===== src/rtl/bsr_pkg.sv =====
// Package: shared types and constants for the bit/skip/return executor
package bsr_pkg;
    // *********************************************
    // Opcodes (10-bit instruction words)
    // *********************************************
    localparam logic [9:0] OP_ROTATE = 10'h01d;
    localparam logic [9:0] OP_CARRY_CLR = 10'h006;
    localparam logic [9:0] OP_CARRY_SET = 10'h007;
    localparam logic [9:0] OP_PORTD_CLR = 10'h014;
    localparam logic [9:0] OP_PORTD_SET = 10'h015;
    localparam logic [9:0] OP_RET = 10'h044;
    localparam logic [9:0] OP_RET_SKIP = 10'h045;
    localparam logic [9:0] OP_RET_IRQ = 10'h046;
    localparam logic [9:0] OP_CMP_IMM = 10'h025;
    localparam logic [9:0] OP_CMP_MEM = 10'h026;
    localparam logic [9:0] OP_SKIP_EXT0 = 10'h038;
    localparam logic [9:0] OP_SKIP_CONV = 10'h287;
    localparam logic [9:0] OP_SKIP_PORTC = 10'h289;
    localparam logic [9:0] OP_SKIP_PIN = 10'h03a;
    localparam logic [9:0] OP_SKIP_PWRDN = 10'h003;
    localparam logic [9:0] OP_SKIP_TMR1 = 10'h280;
    localparam logic [9:0] OP_SKIP_TMR2 = 10'h281;
    localparam logic [9:0] OP_PORTC_CLR = 10'h28c;
    localparam logic [9:0] OP_PORTC_SET = 10'h28d;
    // Families with 2-bit immediate in bits 1:0
    localparam logic [7:0] OPF_BIT_CLR = 8'h13;
    localparam logic [7:0] OPF_BIT_SET = 8'h17;
    localparam logic [7:0] OPF_BIT_TEST = 8'h08;
    // Second word of compare-immediate: 0x070 + n
    localparam logic [5:0] OPF_CMP_WORD2 = 6'h07;
    // *********************************************
    // Sizes, bit positions, reset values
    // *********************************************
    localparam int PC_W = 12;
    localparam int STK_DEPTH = 8;
    localparam int STK_W = 3;
    localparam int RAM_AW = 8;
    localparam logic [3:0] PORTD_MAX = 4'h5;
    localparam int EXT0_EN_BIT = 0;
    localparam int TMR1_EN_BIT = 2;
    localparam int TMR2_EN_BIT = 3;
    localparam int CONV_EN_BIT = 2;
    localparam int PIN_SEL_BIT = 2;
    localparam logic [PC_W-1:0] PC_RST = 12'h000;
    localparam logic [5:0] PORTD_RST = 6'h00;

    // Context saved at interrupt entry, restored by interrupt return
    typedef struct packed {
        logic [3:0] ptrX;
        logic [3:0] ptrY;
        logic [1:0] ptrZ;
        logic carry;
        logic skip;
        logic loadSup;
        logic [3:0] accA;
        logic [3:0] regB;
    } bsr_ctx_s;

    // Request flags cleared by the skip instructions
    typedef struct packed {
        logic ext0;
        logic conv;
        logic tmr1;
        logic tmr2;
    } bsr_flags_s;
endpackage


===== src/rtl/bsr_ram.sv =====
// Memory: data RAM nibbles with registered read port
`timescale 1ns/1ps
module bsr_ram (
    // Clock
    input wire logic clock,
    // Write port
    input wire logic wrEn,
    input wire logic [bsr_pkg::RAM_AW-1:0] wrAddr,
    input wire logic [3:0] wrData,
    // Read port
    input wire logic [bsr_pkg::RAM_AW-1:0] rdAddr,
    output logic [3:0] rdData
);
    import bsr_pkg::*;
    logic [3:0] mem [0:(1<<RAM_AW)-1]; // Nibble store, no reset by design

    // Single clocked process: write and registered read
    always_ff @(posedge clock) begin
        if (wrEn) begin
            mem[wrAddr] <= wrData;
        end
        rdData <= mem[rdAddr];
    end
endmodule


===== src/rtl/bsr_exec.sv =====
// Executor for rotate, bit set/clear, returns and skip instructions
// Notes on behaviour
// - Rotate right accumulator through carry
// - Bit clear/set RAM nibble at pointer
// - Carry set: one carry, one cycle
// - Port D bit Y cleared
// - Y above five: port D untouched
// - Return: two cycles, pop counter, decrement
// - Interrupt return restores counter and context
// - Return-and-skip skips instruction at return
// - Compare immediate: two words, skip equal
// - External flag skip, clear, unless enabled
// - Conversion flag skip, clear, unless enabled
// - Pin level skip, polarity by select
// - Power-down flag skip, flag untouched
// - Timer1 flag skip, clear, unless enabled
// - Timer2 flag skip, clear, unless enabled
`timescale 1ns/1ps
module bsr_exec (
    // Clock and reset
    input wire logic clock,
    input wire logic srst,
    // Instruction stream, one word per cycle when fetchReady
    input wire logic [9:0] instr,
    input wire logic instrValid,
    // Stack push from call logic and interrupt entry context
    input wire logic stackPush,
    input wire logic [bsr_pkg::PC_W-1:0] pushPc,
    input wire logic ctxSave,
    input wire bsr_pkg::bsr_ctx_s ctxIn,
    // Enable and select bits
    input wire logic [3:0] irqCtrl1,
    input wire logic [3:0] irqCtrl2,
    input wire logic [3:0] intCtrl1,
    // Event flag sets from peripherals
    input wire bsr_pkg::bsr_flags_s flagSet,
    input wire logic powerDown,
    // Pins, synchronised internally
    input wire logic irqPin,
    input wire logic portCIn,
    // Outputs
    output logic fetchReady_ff,
    output logic [bsr_pkg::PC_W-1:0] pc_ff,
    output logic [bsr_pkg::STK_W-1:0] stackLevel_ff,
    output bsr_pkg::bsr_ctx_s state_ff,
    output bsr_pkg::bsr_flags_s flags_ff,
    output logic [5:0] portD_ff,
    output logic portC_ff
);
    import bsr_pkg::*;

    // *********************************************
    // Sequencer
    // *********************************************
    typedef enum {S_FETCH, S_READ, S_RET2, S_CMP2} bsr_state_e;
    bsr_state_e st_ff, nxt_st;          // Multi-cycle sequencing
    logic [9:0] op_ff, nxt_op;          // Latched opcode across extra cycles
    logic retSkip_ff, nxt_retSkip;      // Return-and-skip pending
    logic [PC_W-1:0] returnStack [0:STK_DEPTH-1]; // Return addresses
    logic [PC_W-1:0] nxt_pc;
    logic [STK_W-1:0] nxt_stackLevel;
    bsr_ctx_s nxt_state, saved_ff, nxt_saved;
    bsr_flags_s nxt_flags;
    logic [5:0] nxt_portD;
    logic nxt_portC, nxt_fetchReady;
    logic [1:0] pinSync_ff, cSync_ff;   // Two-stage pin synchronisers
    logic [3:0] ramRd;                  // Nibble at data pointer
    logic ramWe;
    logic [3:0] ramWd;
    logic doSkip;                       // Skip decision of current op
    logic [RAM_AW-1:0] dpAddr;

    assign dpAddr = {state_ff.ptrX, state_ff.ptrY};

    // RAM reads take a cycle, so memory ops use S_READ
    bsr_ram ramInst (
        .clock(clock),
        .wrEn(ramWe),
        .wrAddr(dpAddr),
        .wrData(ramWd),
        .rdAddr(dpAddr),
        .rdData(ramRd)
    );

    // Pin synchronisers: stage 0 only feeds stage 1
    always_ff @(posedge clock) begin
        pinSync_ff <= {pinSync_ff[0], irqPin};
        cSync_ff <= {cSync_ff[0], portCIn};
    end

    // Next-state computation for the whole executor
    always_comb begin
        nxt_st = st_ff;
        nxt_op = op_ff;
        nxt_retSkip = retSkip_ff;
        nxt_pc = pc_ff;
        nxt_stackLevel = stackLevel_ff;
        nxt_state = state_ff;
        nxt_saved = saved_ff;
        nxt_flags = flags_ff;
        nxt_portD = portD_ff;
        nxt_portC = portC_ff;
        nxt_fetchReady = 1'b1;
        ramWe = 1'b0;
        ramWd = ramRd;
        doSkip = 1'b0;
        if (ctxSave) begin
            nxt_saved = ctxIn;
        end
        case (st_ff)
            S_FETCH: begin
                if (instrValid && state_ff.skip) begin
                    // Skipped word consumed, skip state cleared
                    nxt_state.skip = 1'b0;
                    nxt_pc = pc_ff + 1'b1;
                end else if (instrValid) begin
                    nxt_op = instr;
                    nxt_pc = pc_ff + 1'b1;
                    if (instr == OP_ROTATE) begin
                        nxt_state.carry = state_ff.accA[0];
                        nxt_state.accA = {state_ff.carry, state_ff.accA[3:1]};
                    end else if (instr == OP_CARRY_CLR) begin
                        nxt_state.carry = 1'b0;
                    end else if (instr == OP_CARRY_SET) begin
                        nxt_state.carry = 1'b1;
                    end else if (instr == OP_PORTD_CLR || instr == OP_PORTD_SET) begin
                        if (state_ff.ptrY <= PORTD_MAX) begin
                            nxt_portD[state_ff.ptrY[2:0]] = instr[0];
                        end
                    end else if (instr == OP_PORTC_CLR || instr == OP_PORTC_SET) begin
                        nxt_portC = instr[0];
                    end else if (instr == OP_RET || instr == OP_RET_SKIP) begin
                        nxt_st = S_RET2;
                        nxt_retSkip = instr[0];
                        nxt_fetchReady = 1'b0;
                    end else if (instr == OP_RET_IRQ) begin
                        nxt_pc = returnStack[stackLevel_ff];
                        nxt_stackLevel = stackLevel_ff - 1'b1;
                        nxt_state = saved_ff;
                    end else if (instr == OP_CMP_IMM) begin
                        nxt_st = S_CMP2;
                    end else if (instr == OP_CMP_MEM || instr[9:2] == OPF_BIT_CLR
                                 || instr[9:2] == OPF_BIT_SET || instr[9:2] == OPF_BIT_TEST) begin
                        nxt_st = S_READ;
                        nxt_fetchReady = 1'b0;
                    end else if (instr == OP_SKIP_EXT0) begin
                        if (!irqCtrl1[EXT0_EN_BIT] && flags_ff.ext0) begin
                            doSkip = 1'b1;
                            nxt_flags.ext0 = 1'b0;
                        end
                    end else if (instr == OP_SKIP_CONV) begin
                        if (!irqCtrl2[CONV_EN_BIT] && flags_ff.conv) begin
                            doSkip = 1'b1;
                            nxt_flags.conv = 1'b0;
                        end
                    end else if (instr == OP_SKIP_TMR1) begin
                        if (!irqCtrl1[TMR1_EN_BIT] && flags_ff.tmr1) begin
                            doSkip = 1'b1;
                            nxt_flags.tmr1 = 1'b0;
                        end
                    end else if (instr == OP_SKIP_TMR2) begin
                        if (!irqCtrl1[TMR2_EN_BIT] && flags_ff.tmr2) begin
                            doSkip = 1'b1;
                            nxt_flags.tmr2 = 1'b0;
                        end
                    end else if (instr == OP_SKIP_PIN) begin
                        doSkip = (pinSync_ff[1] == intCtrl1[PIN_SEL_BIT]);
                    end else if (instr == OP_SKIP_PWRDN) begin
                        doSkip = powerDown;
                    end else if (instr == OP_SKIP_PORTC) begin
                        doSkip = cSync_ff[1];
                    end
                end
            end
            S_READ: begin
                // RAM nibble now valid for the latched op
                nxt_st = S_FETCH;
                if (op_ff == OP_CMP_MEM) begin
                    doSkip = (state_ff.accA == ramRd);
                end else if (op_ff[9:2] == OPF_BIT_TEST) begin
                    doSkip = !ramRd[op_ff[1:0]];
                end else begin
                    ramWe = 1'b1;
                    ramWd[op_ff[1:0]] = (op_ff[9:2] == OPF_BIT_SET);
                end
            end
            S_RET2: begin
                // Second cycle of a subroutine return
                nxt_st = S_FETCH;
                nxt_pc = returnStack[stackLevel_ff];
                nxt_stackLevel = stackLevel_ff - 1'b1;
                doSkip = retSkip_ff;
                nxt_retSkip = 1'b0;
            end
            S_CMP2: begin
                // Second word carries the immediate
                if (instrValid) begin
                    nxt_st = S_FETCH;
                    nxt_pc = pc_ff + 1'b1;
                    doSkip = (instr[9:4] == OPF_CMP_WORD2) && (instr[3:0] == state_ff.accA);
                end
            end
            default: begin
                nxt_st = S_FETCH;
            end
        endcase
        if (doSkip) begin
            nxt_state.skip = 1'b1;
        end
        // Peripheral sets win over instruction clears
        nxt_flags = nxt_flags | flagSet;
        if (stackPush) begin
            nxt_stackLevel = stackLevel_ff + 1'b1;
        end
    end

    // Registers of the executor
    always_ff @(posedge clock) begin
        if (srst) begin
            st_ff <= S_FETCH;
            op_ff <= 10'h000;
            retSkip_ff <= 1'b0;
            pc_ff <= PC_RST;
            stackLevel_ff <= '0;
            state_ff <= '0;
            saved_ff <= '0;
            flags_ff <= '0;
            portD_ff <= PORTD_RST;
            portC_ff <= 1'b0;
            fetchReady_ff <= 1'b0;
        end else begin
            st_ff <= nxt_st;
            op_ff <= nxt_op;
            retSkip_ff <= nxt_retSkip;
            pc_ff <= nxt_pc;
            stackLevel_ff <= nxt_stackLevel;
            state_ff <= nxt_state;
            saved_ff <= nxt_saved;
            flags_ff <= nxt_flags;
            portD_ff <= nxt_portD;
            portC_ff <= nxt_portC;
            fetchReady_ff <= nxt_fetchReady;
        end
    end

    // Stack storage, written on push at the new level
    always_ff @(posedge clock) begin
        if (stackPush) begin
            returnStack[stackLevel_ff + 1'b1] <= pushPc;
        end
    end

    // *********************************************
    // Assertions
    // *********************************************
    rotate_carry_a: assert property (@(posedge clock) disable iff (srst)
        (st_ff == S_FETCH && instrValid && !state_ff.skip && instr == OP_ROTATE)
        |=> state_ff.carry == $past(state_ff.accA[0])) else $error("rotate carry wrong");
    carry_clear_a: assert property (@(posedge clock) disable iff (srst)
        (st_ff == S_FETCH && instrValid && !state_ff.skip && instr == OP_CARRY_CLR)
        |=> !state_ff.carry) else $error("carry not cleared");
    carry_set_a: assert property (@(posedge clock) disable iff (srst)
        (st_ff == S_FETCH && instrValid && !state_ff.skip && instr == OP_CARRY_SET)
        |=> state_ff.carry) else $error("carry not set");
    portd_range_a: assert property (@(posedge clock) disable iff (srst)
        (st_ff == S_FETCH && instrValid && !state_ff.skip && instr[9:1] == OP_PORTD_CLR[9:1]
         && state_ff.ptrY > PORTD_MAX) |=> $stable(portD_ff)) else $error("port D changed");
    ret_two_a: assert property (@(posedge clock) disable iff (srst)
        (st_ff == S_FETCH && instrValid && !state_ff.skip && instr == OP_RET && !stackPush)
        |=> ##1 stackLevel_ff == $past(stackLevel_ff, 2) - 1'b1) else $error("return level wrong");
    ret_skip_a: assert property (@(posedge clock) disable iff (srst)
        (st_ff == S_FETCH && instrValid && !state_ff.skip && instr == OP_RET_SKIP)
        |=> ##1 state_ff.skip) else $error("return skip missing");
    ext0_skip_a: assert property (@(posedge clock) disable iff (srst)
        (st_ff == S_FETCH && instrValid && !state_ff.skip && instr == OP_SKIP_EXT0
         && irqCtrl1[EXT0_EN_BIT]) |=> !state_ff.skip) else $error("ext0 skip while enabled");
    pwrdn_skip_a: assert property (@(posedge clock) disable iff (srst)
        (st_ff == S_FETCH && instrValid && !state_ff.skip && instr == OP_SKIP_PWRDN)
        |=> state_ff.skip == $past(powerDown)) else $error("power-down skip wrong");
    ret_cover_c: cover property (@(posedge clock) st_ff == S_RET2);
    cmp_cover_c: cover property (@(posedge clock) st_ff == S_CMP2 ##1 state_ff.skip);
    flag_cover_c: cover property (@(posedge clock) $fell(flags_ff.tmr1));
endmodule


===== config.mk =====
export PLATFORM = sky130hd
export DESIGN_NAME = bsr_exec
export DESIGN_NICKNAME = d
export VERILOG_FILES = /design/src/rtl/bsr_pkg.sv /design/src/rtl/bsr_ram.sv /design/src/rtl/bsr_exec.sv
export SDC_FILE = /design/constraint.sdc
export NUM_CORES = 1
export LEC_CHECK = 0
export BUFFER_PORTS_ARGS = -buffer_cell sky130_fd_sc_hd__buf_2
export CORE_ASPECT_RATIO = 1.1
export CORE_MARGIN = 2
export CORE_UTILIZATION = 55
export CTS_CLUSTER_DIAMETER = 150
export DETAILED_ROUTE_END_ITERATION = 10
export MAX_ROUTING_LAYER = met4
export PLACE_DENSITY = 0.79
export SLEW_MARGIN = 25
export SYNTH_ARGS = -nofsm -noshare
export SYNTH_HDL_FRONTEND = slang
export SYNTH_SLANG_ARGS = --single-unit
export TNS_END_PERCENT = 100

===== constraint.sdc =====
create_clock -name clock -period 10 [get_ports clock]
set_input_delay 0.5 -clock clock [delete_from_list [all_inputs] [get_ports clock]]
set_output_delay 0.5 -clock clock [all_outputs]
set_load 0.01 [all_outputs]

==> After elaboration in Yosys (flattened, before gate mapping) <==
Memories as Yosys holds them, arrays and structs flattened. A register that Yosys moved wholly into a read port is not among the register bits.
Index checks and enable logic that the tools add are counted.
{ "word_totals": {"reg_bits": 116, "elab_cells": 300, "output_inout_bits": 48, "mem_bits_rw": 1120, "memories": 2} }
{ "mem_list": {"columns": ["memory", "depth", "width", "rd", "rd_ports_with_merged_regs", "write_ports", "line_no", "source"], "rows": [
  ["ramInst.mem", 256, 4, 1, 1, 1, "bsr_ram.sv:15", "logic [3:0] mem [0:(1<<RAM_AW)-1];"],
  ["returnStack", 8, 12, 1, 1, 1, "bsr_exec.sv:59", "logic [PC_W-1:0] returnStack [0:STK_DEPTH-1];"]
]} }
{ "op_classes": {"n_reduce_logical": 37, "n_eq_ne": 69, "n_addsub": 3, "bitwise_logic": 6, "muxes": 148, "n_lt_le_gt_ge": 5} }
{ "op_table": {"columns": ["operator", "n"], "rows": [
  ["2-to-1 mux 32 bit", 12],
  ["2-to-1 mux 21 bit", 10],
  ["2-to-1 mux 12 bit", 10],
  ["2-to-1 mux 1 bit", 69],
  ["2-to-1 mux 4 bit", 17],
  ["equality test 32 x 2 -> 1 bit (second input constant)", 2],
  ["case mux 32 bit (2 select lines)", 1],
  ["equality test 10 bit (second input constant)", 6],
  ["inequality test 3 bit (second input constant)", 17],
  ["equality test 10 x 6 -> 1 bit (second input constant)", 5],
  ["2-to-1 mux 10 bit", 4],
  ["2-to-1 mux 3 bit", 13],
  ["case mux 12 bit (3 select lines)", 1],
  ["equality test 32 x 1 -> 1 bit (second input constant)", 1],
  ["zero test 32 bit", 1],
  ["equality test 10 x 5 -> 1 bit (second input constant)", 3],
  ["equality test 10 x 7 -> 1 bit (second input constant)", 3],
  ["AND reduction 10 bit", 3],
  ["inequality test 7 bit (second input constant)", 4],
  ["AND reduction 9 bit", 3],
  ["equality test 8 x 5 -> 1 bit (second input constant)", 3],
  ["inequality test 2 bit (second input constant)", 11],
  ["equality test 10 x 3 -> 1 bit (second input constant)", 2],
  ["inequality test 5 bit (second input constant)", 4],
  ["34 further kinds", 63]
]} }

==> Logic depth before layout (Yosys ltp) <==
{ "depth": {"depth_word": 22, "mapped_depth": 10, "ltp_nobuf": 7} }

==> Cells and area by module <==
From an unflattened synthesis, not the netlist that was laid out.
{ "hier_totals": {"cells_unflattened": 2734, "area_unflattened_um2": 48625.4} }
{ "by_module_without_submodules": {"columns": ["mod", "cells_each", "area_per_inst_um2", "instances"], "rows": [
  ["bsr_ram", 2051, 40679.0, 1],
  ["bsr_exec", 683, 7946.4, 1]
]} }

==> Least setup slack after synthesis <==
OpenSTA, ideal clock, no wires.
{ "synth_path": {"kind": "reg2reg", "start": "reg op_ff[3]", "end": "mem ramInst.mem[0][1], data pin", "path_stages_with_launch": 8, "t_arrival_ns": 3.640, "setup_ns": 0.556, "slack_ns": 5.803, "t_required_ns": 9.444, "path_cell_list": "dfxtp_1 -> or4b_2 -> nor4_1 -> a21oi_1 -> clkbuf_1 -> nand2_1 -> nor2_1 -> mux2_2"} }
{ "synth_via": {"elab_chain_cells": 5} }
{ "synth_lines": {"columns": ["item", "line_no", "source"], "rows": [
  ["start: declaration", "bsr_exec.sv:57", "logic [9:0] op_ff, nxt_op;"],
  ["start signal: assignment", "bsr_exec.sv:233", "op_ff <= nxt_op;"],
  ["equality test 8 x 5 -> 1 bit", "bsr_exec.sv:184", "ramWd[op_ff[1:0]] = (op_ff[9:2] == OPF_BIT_SET);"],
  ["bitwise mux 4 bit", "bsr_exec.sv:184", null],
  ["2-to-1 mux 4 bit", "bsr_exec.sv:180", "end else if (op_ff[9:2] == OPF_BIT_TEST) begin"],
  ["2-to-1 mux 4 bit *", "bsr_exec.sv:178", "if (op_ff == OP_CMP_MEM) begin"],
  ["2-to-1 mux 4 bit *", "bsr_exec.sv:110", "case (st_ff)"],
  ["net ramInst.wrData[1]", "bsr_ram.sv:9", "input wire logic [3:0] wrData,"],
  ["end: declaration", "bsr_ram.sv:15", null]
]} }
Mark *: on every way through the listed nets, which the timed path passes. The rest lies on a longest branch.

==> run metrics <==
nets 2788; met2 GRT Util 0.421; Slew @ Worst Pin 1.07 ns; Setup crit start state_ff[13]$_SDFFE_PP0P_; largest net degree at the start of global routing 190; CP endpoint kind flop; DRT Pass-1 Iters 6; area share of fa/ha/maj cells after synthesis 0.000780; period utilization 0.477; Max Cap Viol 0; M3 GR Usage 0.0567; net count after synthesis 2679; routability cong. 0.856; number of CTS-inserted buffers 107; IO Count 115; first-pass GRT wire length 170 mm; Post-synth EDFFs 1120; DP Area 49900 µm²; CTS Buffer Depth 3; critical-path maximum fanout 41; antenna violations before repair 2; die width 286 µm; vias 26300; worst hold start flagSet[2]; run status complete, no violations; DP Wirelength 67.6 mm; post-CTS sizing 0; largest cells by area after synthesis edfxtp_1 (70%), mux4_2 (14%), dfxtp_1 (3.9%), nor2_1 (2.6%), a22oi_1 (1.2%); Slew HR 0.285; fill count 5832; Tmin final 4.77 ns; First DRT Iteration DRCs 3273; worst-skew pair later-pin latency 0.70 ns; Post-synth ARST share 0; share of layout cells above drive strength 1 0.233; Sink Count 1213; Commonest cells post-synth edfxtp_1 (1120), nor2_1 (328), mux4_2 (305), nand2_1 (121), dfxtp_1 (93); worst reg2reg path endpoint ramInst.rdData[1]$_DFF_P_; WL/cell 29.1 µm; CTS tree done; post-synthesis xor/xnor area fraction 0.00273; reg2reg start state_ff[13]$_SDFFE_PP0P_; CP max-delay cell dfxtp_4; post-synthesis mux area share 0.156; Area Overhead vs Synth 10.9%; RSZ-0062 raised after global routing no; sequential fraction of the synthesis area 0.737; fin area 53400 µm²; P_leak 16.2 nW; row count 113; number of global-route vias before repair 26700; DRC Markers 0; worst path cell trace buf_4 > buf_4 > mux4_2 > a22oi_1 > a21oi_1 > nor4_1 > o22ai_1 > or2_1; Primary FF master, synth edfxtp_1; Cell Pwr Density 182 nW/µm²; Setup Buffers After CTS 0; die height 314 µm; max incr delay on CP 0.88 ns; Setup CP Type flop to flop; Critical Path Sink ramInst.rdData[1]$_DFF_P_; clk_skew 0.0304 ns; gr busiest metal met2; synthesized area per cell 18.5 µm²; port bufs 107; distinct cell type count after synthesis 62; worst hold path type input port to flop; Cell Area, Synth 48100 µm²; met1 Resource Use GR 0.337; setup TNS 0 ns; FMAX 0.210 GHz; root buf cell clkbuf_16; die area 89900 µm²; count leader, synth edfxtp_1; GR Overflow Total 0; Initial Util 0.556; Worst Reg2Reg Path Length in Cells 8; Slew Limit Fails 0; Tot GR Track Use 0.265; Worst-path clk slew 0.06 ns; core area 86500 µm²; Total Routed Length 115 mm; routed vias/inst 6.64; antenna viol nets, final 0; complex-gate fraction of the synthesized area 0.0296; Cells after Synth 2609; Ys Warns 0; R2R Setup Slk 5.23 ns; Critical Path Start Type flop; htree depth 3; FF+latch count, synth 1213; critical path required time 10.58 ns; combinational family with the most area after synthesis multiplexers; Max VDD drop 0.172 mV; most frequent CP cell buf_4; Synth top area share 0.698; crit path DAT 5.35 ns; Hold Violations, Final 0; Synth area leader edfxtp_1; simple-gate portion of the synthesized area 0.0570; Final Setup Violations 0
==> where the power goes <==
group / total [mW] / switching (mW) / leakage (nW) / internal [mW]
combinational: 0.152 / 0.0876 / 3.64 / 0.0643
clock: 4.06 / 1.82 / 1.67 / 2.24
sequential: 5.52 / 0.0191 / 10.8 / 5.50
==> logic make-up (layout without fill, tap and decap cells) <==
logic type                 count (synthesis)  in the layout
muxes                                    368            368
and+or+nand+nor                          616            616
DFF                                     1213           1213
adders and majority gates                  3              3
xor gates and xnor gates                  15             15
buffers and inverters                    167            366
AOI/OAI and AO/OA                        227            227
other                                      0              2
==> per-stage QoR <==
stage / std cells / total power [mW] / util / hold slack, ns / setup WS, ns
final: 3960 / 9.73 / 0.617 / 0.0369 / 5.23
after global routing: 3960 / 9.94 / 0.617 / 0.0547 / 4.90
after CTS: 3957 / 9.75 / 0.616 / 0.0199 / 5.17
after detailed placement: 3756 / 5.77 / 0.576 / 0.315 / 5.21
after global placement: 3756 / 5.77 / 0.576 / 0.312 / 5.26
after floorplan: 2609 / 5.72 / - / 0.310 / 5.80
==> worst min-delay path by stage <==
stage                                  end  depth (start not counted)
floorplan              cSync_ff[1]$_DFF_P_                          0
global placement       cSync_ff[1]$_DFF_P_                          0
detailed placement     cSync_ff[1]$_DFF_P_                          0
CTS                 flags_ff[2]$_SDFF_PP0_                          3
global route        flags_ff[2]$_SDFF_PP0_                          3
finish              flags_ff[2]$_SDFF_PP0_                          3
==> what timing repair did <==
item,in CTS,in global routing
endpoints found under the setup margin,0,0
hold endpoints to repair,2,0
hold buffers,2,0
==> cells in the final DEF (no fill, tap or decap), types with 8 or more instances in the layout <==
| master | Yosys | final |
|---|---|---|
| mux2i_1 | 51 | 50 |
| a21oi_1 | 88 | 87 |
| nor3_1 | 19 | 17 |
| nand2_1 | 121 | 116 |
| buf_4 | 7 | 41 |
| dfxtp_1 | 93 | 88 |
| inv_1 | 12 | 12 |
| buf_2 | 28 | 107 |
| a22oi_1 | 78 | 78 |
| nor2b_1 | 16 | 14 |
| mux4_2 | 305 | 305 |
| nand3_1 | 33 | 30 |
| xnor2_1 | 8 | 8 |
| clkinv_1 | 0 | 22 |
| clkbuf_16 | 0 | 109 |
| clkbuf_1 | 88 | 27 |
| nor2_1 | 328 | 326 |
| clkinv_2 | 0 | 17 |
| o21ai_0 | 23 | 23 |
| bufinv_16 | 0 | 8 |
| edfxtp_1 | 1120 | 1120 |
| nand4_1 | 13 | 13 |
| mux2_2 | 12 | 8 |
| nand2b_1 | 15 | 15 |
| nor4_1 | 19 | 18 |
==> cell type report <==
class | count | area, µm² | area share
antenna | 2 | 5.00 | 0.0000938
clock buffer | 139 | 2870 | 0.0538
clock inverter | 60 | 572 | 0.0107
inverter | 12 | 45.0 | 0.000844
multi-input combinational | 1229 | 12000 | 0.225
sequential | 1213 | 35500 | 0.665
tap | 1150 | 1440 | 0.0270
timing repair buffer | 155 | 945 | 0.0177
==> sequential cells by signal, summed over array words and instances, names as in the netlist, named ones only <==
register and count:
pc_ff 12, pinSync_ff 2, ramInst.mem 1024, portD_ff 6, fetchReady_ff 1, retSkip_ff 1
cSync_ff 2, saved_ff 21, stackLevel_ff 3, flags_ff 4, portC_ff 1, st_ff 2
op_ff 10, state_ff 21, returnStack 96, ramInst.rdData 4
==> per-layer routing <==
metal  vias to the layer above  wire length [µm]
met3                       315             13000
met4                         0              4890
met1                     13400             40200
met2                      1843             57000
met5                         -                 0
li1                      10700                 -
==> worst max-delay path: cells and delay by family (launching register included) <==
| family | cells | cell delay (ns) |
|---|---|---|
| buffers and inverters | 2 | 1.35 |
| DFF | 1 | 0.88 |
| muxes | 1 | 0.59 |
| and+or+nand+nor | 2 | 1.11 |
| AOI/OAI and AO/OA | 3 | 0.63 |
No activity file was read; power rests on OpenSTA's default activity.
